==> src/verilog/iobac_pkg.sv <==
// Constants, types and the auto-step table of the I/O base and auto-configuration register set.
// Assumes a single 25 MHz clock domain and host accesses already synchronous to it.
package iobac_pkg;

   // ------------------------------------------------------------------
   // Register offsets within the window (low nibble; bit 4 is not decoded)
   // ------------------------------------------------------------------
   localparam logic [3:0] OFF_SIGNATURE     = 4'h8;
   localparam logic [3:0] OFF_HIDDEN_CONFIG = 4'h9;
   localparam logic [3:0] OFF_FIRST_CONFIG  = 4'ha;
   localparam logic [3:0] OFF_AUTOSTEP      = 4'he;

   // ------------------------------------------------------------------
   // Hidden configuration register fields
   // ------------------------------------------------------------------
   localparam int HCF_BASE_COUNT = 0;
   localparam int HCF_BANK       = 1;
   localparam int HCF_RELOAD     = 2;
   localparam int HCF_LOCK       = 3;
   localparam logic [3:0] HCF_RESET = 4'h0;

   // ------------------------------------------------------------------
   // First configuration register fields
   // ------------------------------------------------------------------
   localparam int CA_BASE_LSB = 0;
   localparam int CA_IRQ_LSB  = 3;
   localparam logic [7:0] CA_RESET = 8'h00;

   // Arbitrary signature code; not tied to any maker.
   localparam logic [7:0] SIGNATURE_VALUE = 8'h5a;

   localparam logic [7:0] ASR_RESET = 8'h00;

   // ------------------------------------------------------------------
   // Auto-step sequence
   // ------------------------------------------------------------------
   localparam logic [3:0] STEPS_SHORT = 4'd7;
   localparam logic [3:0] STEPS_LONG  = 4'd15;
   localparam logic [7:0] STEP_TABLE [15] = '{
      8'h18, 8'h22, 8'h34, 8'h46, 8'h59, 8'h6a, 8'h7b, 8'h8c,
      8'h9d, 8'hae, 8'hbf, 8'hc0, 8'hd1, 8'he5, 8'h07};
   localparam logic [7:0] STEP_LAST_SHORT = 8'h0b;

   // ------------------------------------------------------------------
   // Carriers
   // ------------------------------------------------------------------
   typedef struct packed {
      logic       rd;
      logic       wr;
      logic [4:0] addr;
      logic [7:0] wdata;
   } iobac_host_req_t;

   typedef struct packed {
      logic       enable;
      logic       choice;
   } iobac_page_t;

   typedef enum logic [1:0] {
      IRQ_ST_DIRECT = 2'b01,
      IRQ_ST_ALT    = 2'b10
   } iobac_irq_mode_t;

endpackage

==> src/verilog/iobac_autostep.sv <==
// Auto-step sequencer: steps through the auto-configuration status values.
// Assumes step requests are one-cycle pulses already qualified by the lock.
`timescale 1ns/10ps
module iobac_autostep (
   input  wire logic       clock,
   input  wire logic       rst_sync_b,
   input  wire logic       step,
   input  wire logic       fifteen,
   output logic [7:0]      status_q,
   output logic [3:0]      index_q
);
   import iobac_pkg::*;

   logic       started_q;
   logic [3:0] next_idx;
   logic [3:0] limit;

   always_comb begin
      limit    = fifteen ? STEPS_LONG : STEPS_SHORT;
      next_idx = (!started_q || index_q == limit - 4'd1) ? 4'd0 : index_q + 4'd1;
   end

   // The first step always lands on entry zero.
   always_ff @(posedge clock or negedge rst_sync_b) begin
      if (!rst_sync_b) begin
         started_q <= 1'b0;
         index_q   <= 4'd0;
         status_q  <= ASR_RESET;
      end else if (step) begin
         started_q <= 1'b1;
         index_q   <= next_idx;
         if (!fifteen && next_idx == STEPS_SHORT - 4'd1) begin
            status_q <= STEP_LAST_SHORT;
         end else begin
            status_q <= STEP_TABLE[next_idx];
         end
      end
   end

endmodule // iobac_autostep

==> src/verilog/iobac_irq_pins.sv <==
// Interrupt pin driver for the four interrupt outputs.
// Assumes irq is a level from the controller core, synchronous to clock.
`timescale 1ns/10ps
module iobac_irq_pins (
   input  wire logic       clock,
   input  wire logic       rst_sync_b,
   input  wire logic       irq,
   input  wire logic       alt_mode,
   input  wire logic [2:0] select,
   output logic [3:0]      pin_out_q,
   output logic [3:0]      pin_oe_q
);
   import iobac_pkg::*;

   iobac_irq_mode_t mode;

   always_comb begin
      mode = alt_mode ? IRQ_ST_ALT : IRQ_ST_DIRECT;
   end

   always_ff @(posedge clock or negedge rst_sync_b) begin
      if (!rst_sync_b) begin
         pin_out_q <= 4'h0;
         pin_oe_q  <= 4'h0;
      end else begin
         unique case (mode)
            IRQ_ST_DIRECT: begin
               // Only the chosen pin is driven; the top select bit is ignored.
               pin_out_q <= {4{irq}};
               pin_oe_q  <= 4'b0001 << select[1:0];
            end
            IRQ_ST_ALT: begin
               // Pin 3 carries the interrupt, pins 0 to 2 mirror the field.
               pin_out_q <= {irq, select};
               pin_oe_q  <= 4'hf;
            end
         endcase
      end
   end

endmodule // iobac_irq_pins

==> src/verilog/iobac_regs.sv <==
// Top of the I/O base and auto-configuration register set.
// Assumes host strobes are one-cycle pulses synchronous to clock and that the
// hidden command register, page selects and EEPROM engine live outside.
`timescale 1ns/10ps

module iobac_regs (
   input  wire logic                      clock,
   input  wire logic                      rst_b,
   input  wire iobac_pkg::iobac_host_req_t host_req,
   input  wire iobac_pkg::iobac_page_t    page,
   input  wire logic                      hidden_config_enable,
   input  wire logic                      autostep_cmd_write,
   input  wire logic                      sid_hit,
   input  wire logic [7:0]                user_id_low,
   input  wire logic [7:0]                sixth_id_byte,
   input  wire logic                      eeprom_load,
   input  wire logic [3:0]                eeprom_load_data,
   input  wire logic                      eeprom_store_done,
   input  wire logic                      irq,
   input  wire logic                      irq_mode_select,
   output logic [7:0]                     rdata_q,
   output logic                           rvalid_q,
   output logic [7:0]                     first_config_q,
   output logic [3:0]                     eeprom_store_data_q,
   output logic                           reload_config_q,
   output logic                           remote_count0_wr_q,
   output logic [7:0]                     remote_count0_data_q,
   output logic                           autostep_cmd_q,
   output logic                           lock_status_q,
   output logic [4:0]                     io_base_q,
   output logic [3:0]                     irq_output_pins_q,
   output logic [3:0]                     irq_output_oe_q
);
   import iobac_pkg::*;

   // ------------------------------------------------------------------
   // Reset release
   // ------------------------------------------------------------------
   logic rst_meta_b;
   logic rst_sync_b;

   always_ff @(posedge clock or negedge rst_b) begin
      if (!rst_b) begin
         rst_meta_b <= 1'b0;
         rst_sync_b <= 1'b0;
      end else begin
         rst_meta_b <= 1'b1;
         rst_sync_b <= rst_meta_b;
      end
   end

   // ------------------------------------------------------------------
   // Address decode
   // ------------------------------------------------------------------
   logic       new_page1;
   logic       page0;
   logic       hit_sig;
   logic       hit_hcf;
   logic       hit_ca;
   logic       hit_asr;
   logic       sig_readable;
   logic       step_req;
   logic       step_go;
   logic [3:0] hcf_q;
   logic       bank_eff;
   logic [7:0] autostep_status;
   logic [3:0] step_idx;
   logic       step_done_q;

   always_comb begin
      new_page1    = page.enable & page.choice;
      page0        = ~page.enable;
      hit_sig      = new_page1 && host_req.addr[3:0] == OFF_SIGNATURE;
      hit_hcf      = new_page1 && host_req.addr[3:0] == OFF_HIDDEN_CONFIG;
      hit_ca       = page0 && host_req.addr[3:0] == OFF_FIRST_CONFIG;
      hit_asr      = new_page1 && host_req.addr[3:0] == OFF_AUTOSTEP;
      sig_readable = hit_sig && !hcf_q[HCF_LOCK]
                     && user_id_low == sixth_id_byte;
      bank_eff     = hcf_q[HCF_BANK] & hcf_q[HCF_BASE_COUNT]
                     & hidden_config_enable;
   end

   // ------------------------------------------------------------------
   // Read data
   // ------------------------------------------------------------------
   always_ff @(posedge clock or negedge rst_sync_b) begin
      if (!rst_sync_b) begin
         rdata_q  <= 8'h00;
         rvalid_q <= 1'b0;
      end else begin
         rvalid_q <= host_req.rd;
         if (host_req.rd) begin
            if (sig_readable) begin
               rdata_q <= SIGNATURE_VALUE;
            end else if (hit_hcf) begin
               rdata_q <= {4'h0, hcf_q};
            end else if (hit_ca) begin
               rdata_q <= first_config_q;
            end else if (hit_asr) begin
               rdata_q <= autostep_status;
            end else begin
               rdata_q <= 8'h00;
            end
         end
      end
   end

   // ------------------------------------------------------------------
   // Hidden configuration register
   // ------------------------------------------------------------------
   always_ff @(posedge clock or negedge rst_sync_b) begin
      if (!rst_sync_b) begin
         hcf_q <= HCF_RESET;
      end else if (host_req.wr && hit_hcf) begin
         hcf_q <= host_req.wdata[3:0];
      end else if (eeprom_load) begin
         hcf_q <= eeprom_load_data;
      end else if (step_done_q && hcf_q[HCF_BASE_COUNT]) begin
         hcf_q[HCF_BANK] <= step_idx[3];
      end
   end

   always_ff @(posedge clock or negedge rst_sync_b) begin
      if (!rst_sync_b) begin
         eeprom_store_data_q <= HCF_RESET;
         reload_config_q     <= 1'b0;
      end else begin
         eeprom_store_data_q <= hcf_q;
         reload_config_q     <= eeprom_store_done & hcf_q[HCF_RELOAD];
      end
   end

   // ------------------------------------------------------------------
   // Lock status and auto-step command
   // ------------------------------------------------------------------
   always_ff @(posedge clock or negedge rst_sync_b) begin
      if (!rst_sync_b) begin
         lock_status_q <= 1'b0;
      end else if (sid_hit) begin
         lock_status_q <= 1'b1;
      end else if (host_req.rd && sig_readable) begin
         lock_status_q <= 1'b0;
      end
   end

   always_ff @(posedge clock or negedge rst_sync_b) begin
      if (!rst_sync_b) begin
         autostep_cmd_q <= 1'b0;
      end else if (autostep_cmd_write) begin
         autostep_cmd_q <= 1'b1;
      end else if (host_req.rd) begin
         autostep_cmd_q <= 1'b0;
      end
   end

   always_comb begin
      step_req = autostep_cmd_write;
      step_go  = step_req && !hcf_q[HCF_LOCK] && !lock_status_q;
   end

   // The sequencer index moves on the step edge, so the base fields are loaded one
   // edge later from the new index rather than from the one being left.
   always_ff @(posedge clock or negedge rst_sync_b) begin
      if (!rst_sync_b) begin
         step_done_q <= 1'b0;
      end else begin
         step_done_q <= step_go;
      end
   end

   iobac_autostep u_autostep (
      .clock      (clock),
      .rst_sync_b (rst_sync_b),
      .step       (step_go),
      .fifteen    (hcf_q[HCF_BASE_COUNT]),
      .status_q   (autostep_status),
      .index_q    (step_idx)
   );

   // ------------------------------------------------------------------
   // First configuration register and its read-then-write gate
   // ------------------------------------------------------------------
   logic ca_armed_q;

   always_ff @(posedge clock or negedge rst_sync_b) begin
      if (!rst_sync_b) begin
         ca_armed_q <= 1'b0;
      end else if (host_req.rd || host_req.wr) begin
         ca_armed_q <= host_req.rd && hit_ca;
      end
   end

   always_ff @(posedge clock or negedge rst_sync_b) begin
      if (!rst_sync_b) begin
         first_config_q <= CA_RESET;
      end else if (host_req.wr && hit_ca && ca_armed_q) begin
         first_config_q <= host_req.wdata;
      end else if (step_done_q) begin
         first_config_q[CA_BASE_LSB +: 3] <= step_idx[2:0];
      end
   end

   always_ff @(posedge clock or negedge rst_sync_b) begin
      if (!rst_sync_b) begin
         remote_count0_wr_q   <= 1'b0;
         remote_count0_data_q <= 8'h00;
      end else begin
         remote_count0_wr_q <= host_req.wr && hit_ca && !ca_armed_q;
         if (host_req.wr && hit_ca && !ca_armed_q) begin
            remote_count0_data_q <= host_req.wdata;
         end
      end
   end

   // ------------------------------------------------------------------
   // I/O base selection
   // ------------------------------------------------------------------
   always_ff @(posedge clock or negedge rst_sync_b) begin
      if (!rst_sync_b) begin
         io_base_q <= 5'h00;
      end else if (page.enable) begin
         io_base_q <= {page.choice, bank_eff,
                       first_config_q[CA_BASE_LSB +: 3]};
      end else begin
         io_base_q <= {2'b00, first_config_q[CA_BASE_LSB +: 3]};
      end
   end

   // ------------------------------------------------------------------
   // Interrupt pins
   // ------------------------------------------------------------------
   iobac_irq_pins u_irq_pins (
      .clock      (clock),
      .rst_sync_b (rst_sync_b),
      .irq        (irq),
      .alt_mode   (irq_mode_select),
      .select     (first_config_q[CA_IRQ_LSB +: 3]),
      .pin_out_q  (irq_output_pins_q),
      .pin_oe_q   (irq_output_oe_q)
   );

endmodule // iobac_regs
==> config.mk <==
export PLATFORM = sky130hd
export DESIGN_NAME = iobac_regs
export DESIGN_NICKNAME = d
export VERILOG_FILES = /design/src/verilog/iobac_pkg.sv /design/src/verilog/iobac_autostep.sv /design/src/verilog/iobac_irq_pins.sv /design/src/verilog/iobac_regs.sv
export SDC_FILE = /design/constraint.sdc
export NUM_CORES = 1
export LEC_CHECK = 0
export ABC_CLOCK_PERIOD_IN_PS = 1950
export BUFFER_PORTS_ARGS = -buffer_cell sky130_fd_sc_hd__clkbuf_2
export CAP_MARGIN = 20
export CORE_MARGIN = 1
export CORE_UTILIZATION = 48
export CTS_BUF_LIST = sky130_fd_sc_hd__clkbuf_8
export CTS_CLUSTER_DIAMETER = 40
export DETAILED_ROUTE_END_ITERATION = 12
export GPL_TIMING_DRIVEN = 0
export HOLD_SLACK_MARGIN = 0.05
export PLACE_DENSITY = 0.87
export SYNTH_ARGS = -nofsm -noshare
export SYNTH_HDL_FRONTEND = slang
export SYNTH_SLANG_ARGS = --single-unit
==> constraint.sdc <==
create_clock -name clock -period 1.95 [get_ports clock]
set_input_delay 0.39 -clock clock [delete_from_list [all_inputs] [get_ports clock]]
set_output_delay 0.39 -clock clock [all_outputs]
set_load 0.005 [all_outputs]
==> metrics.md <==
| Metric | Value |
|---|---|
| Status | `finished with violations` |
| Failing checks | `negative setup slack` |
| Final Non-Filler Cells | `approximately 480` |
| Commonest cells in the netlist | `67 x dfrtp_1, 27 x nor2_1, 24 x nand2_1` |
| Slew Limit Fails | `0` |
| Row count | `28` |
| Cells after DPL | `441` |
| Clk buf depth | `2` |
| Post-synthesis sequential area ratio | `54.2%` |
| Crit-path slowest cell | `dfrtp_1` |
| Via density per instance | `about 5.6` |
| Reg2Reg Depth | `10` |
| Clock Skews | `0.00666 ns` |
| Hold depth | `1` |
| Area leader, netlist | `dfrtp_1` |
| WP depth | `10` |
| LEAKAGE | `2.05 nW` |
| Dpl ws | `-0.369 ns` |
| Hpwl dp | `5.46 mm` |
| Net Count, Synth | `330` |
| Initial antenna violation count | `0` |
| Nets | `between 400 and 500` |
| Tmin final | `2.17 ns` |
| Share of layout cells above drive strength 1 | `41.2%` |
| Synthesized area per cell | `11.2 sq um` |
| CTS buffer count | `9` |
| Core Area | `~0.0061 sq mm` |
| Worst Hold Class | `primary input to flop` |
| Top FF cell, synth | `dfrtp_1` |
| Pwr dens | `893 mW/mm^2` |
| Post-DRT Antenna Nets | `0` |
| Setup_tns | `-0.415 ns` |
| YS warnings | `0` |
| Die Area | `0.00677 sq mm` |
| Worst Path Required | `2.21 ns` |
| Final WS setup | `-0.221 ns` |
| Mapped Area | `0.00310 sq mm` |
| # clock sinks | `67` |
| H-tree levels | `3` |
| First-pass GRT wire length | `12.3 mm` |
| Post-DR wirelength/cell | `16.9 microns` |
| RSZ-0062 raised after global routing | `yes` |
| Final cell utilization of the core | `around 69%` |
| Vias | `approximately 2.7k` |
| Worst setup SP type | `flop` |
| Root buf cell | `clkbuf_8` |
| DRC Markers | `0` |
| Vias in the first global route | `about 2.6k` |
| GP Congestion | `roughly 0.9` |
| Critical setup path kind | `flop to flop` |
| Top cell family by delay on the critical path | `compound AO/OA/AOI/OAI gates` |
| Clock Latency Late Sink | `0.34 ns` |
| Unique masters post-synth | `52` |
| CP cell instances | `buf_6 > xor2_4 > o21ai_4 > nand2b_4 > ha_4 > nor2b_1 > o21ai_1 > o221ai_1 > nand3_1 > o21ai_2` |
| Most numerous cell in the Yosys netlist | `dfrtp_1` |
| Drt first-iter violations | `166` |
| Arr. time, crit path | `2.43 ns` |
| GR Util All Layers | `between 20 and 30%` |
| Area contributors post-synth | `dfrtp_1 54%, mux2_1 5.1%, nor2_1 3.3%` |
| Initial Utilization | `51.1%` |
| Worst-path clk slew | `0.07 ns` |
| IO Pins | `92` |
| Die X | `82.3 microns` |
| Peak VDD IR | `~0.66 mV` |
| Ant. Diodes | `0` |
| Setup-failing EPs final | `2` |
| #FFs+latches synth | `67` |
| Final period utilization | `111%` |
| Final Hold Vio Count | `0` |
| Die H | `82.3 microns` |
| P&R area growth vs syn | `35.2%` |
| Largest net degree at the start of global routing | `44` |
| CTS tree | `yes` |
| Worst path max stage delay | `0.37 ns` |
| Slew headroom | `61.4%` |
| Setup crit end kind | `flop` |
| Post-synth EDFFs | `0` |
| Synth async-reset ratio | `100%` |
| Worst-path fanout max | `4` |
| Mapped Cells | `between 200 and 300` |
| # Max-Cap Violations | `0` |
| Yosys top cell area share | `~54%` |
| CP Buf/Inv Count | `1` |
| Gr ovfl total | `0` |
| Drt first pass iters | `4` |
| Buffers added on ports | `between 80 and 90` |
| Worst Tran Pin Value | `~0.58 ns` |
| Fmax | `~0.46 GHz` |
| Post-Route WL | `8.10 mm` |
layout make-up:
cell class | instances | area (sq um)
Fill cell | 401 | 1870
Sequential cell | 67 | 1680
Clock buffer | 11 | 151
Buffer | 10 | 56.3
Inverter | 10 | 40.0
Tap cell | 75 | 93.8
Multi-Input combinational cell | 189 | 1460
Timing Repair Buffer | 111 | 629
Clock inverter | 5 | 76.3
registers in the layout (all words and copies together) (netlist names), 4 cells and up:
signal                flops
eeprom_store_data_q       4
first_config_q            8
hcf_q                     4
io_base_q                 5
rdata_q                   8
remote_count0_data_q      8
u_autostep.index_q        4
u_autostep.status_q       8
u_irq_pins.pin_oe_q       4
u_irq_pins.pin_out_q      4
worst paths after layout:
path / start / to / slack [ns]
worst max-delay path: u_autostep.index_q[3] / u_autostep.status_q[1] / -0.22
worst min-delay path: irq / u_irq_pins.pin_out_q[3] / 0.18
worst max register to register: u_autostep.index_q[3] / u_autostep.status_q[1] / -0.22
worst min register to register: rst_sync_b / first_config_q[4] / 0.24
max in group asynchronous: rst_sync_b / u_autostep.index_q[1] / 1.09
min in group asynchronous: rst_sync_b / first_config_q[4] / 0.24
report_power, final:
group / total, mW / internal, mW / switching (mW) / leakage, nW
clock: 1.30 / 0.783 / 0.516 / 0.117
sequential: 1.61 / 1.51 / 0.100 / 0.820
combinational: 0.829 / 0.398 / 0.431 / 1.11
total: 3.74 / 2.69 / 1.05 / 2.05
what timing repair did:
item,in CTS,in global routing
pin swaps,9,14
hold buffers,1,0
buffers inserted,15,5
endpoints found under the setup margin,8,8
hold endpoints to repair,2,0
resized for setup,14,15
per-stage QoR:
step	cell area (sq um)	hold slack [ns]	power, mW
after floorplan	3120	0.0944	2.00
after global placement	3660	0.175	2.24
after detailed placement	3680	0.178	2.27
after CTS	4100	0.168	3.67
after global routing	4190	0.164	3.90
final	4190	0.179	3.74
kinds of logic (layout without fill, tap and decap cells):
| family | Yosys count | count (layout) | synth area share, % |
|---|---|---|---|
| flip-flops | 67 | 67 | 54.2 |
| AND/OR/NAND/NOR | 83 | 83 | 13.7 |
| other | 1 | 1 | 0.121 |
| AO/OA/AOI/OAI | 62 | 62 | 14.1 |
| XOR/XNOR | 12 | 12 | 3.88 |
| adder cells (fa/ha/maj) | 8 | 8 | 3.23 |
| multiplexers | 23 | 23 | 8.00 |
| buffers and inverters | 20 | 147 | 2.79 |
metal layers:
metal  wire length, microns  vias to the layer above  GRT usage [%]
met4                    231                        0           10.5
met2                   4120                      130           43.9
met1                   3100                     1291           28.6
met5                      0                        -              0
li1                       -                     1221              -
met3                    647                       20           6.81
cells in the final DEF, fill, tap and decap left out, types with 9 or more instances in the layout:
cell type / count
clkbuf_2: 89
dfrtp_1: 63
nor2_1: 26
nand2_1: 22
buf_4: 19
a21oi_1: 15
mux2_1: 14
clkbuf_8: 11
o21ai_1: 10
mux2i_1: 9
No activity file was read; power rests on OpenSTA's default activity.
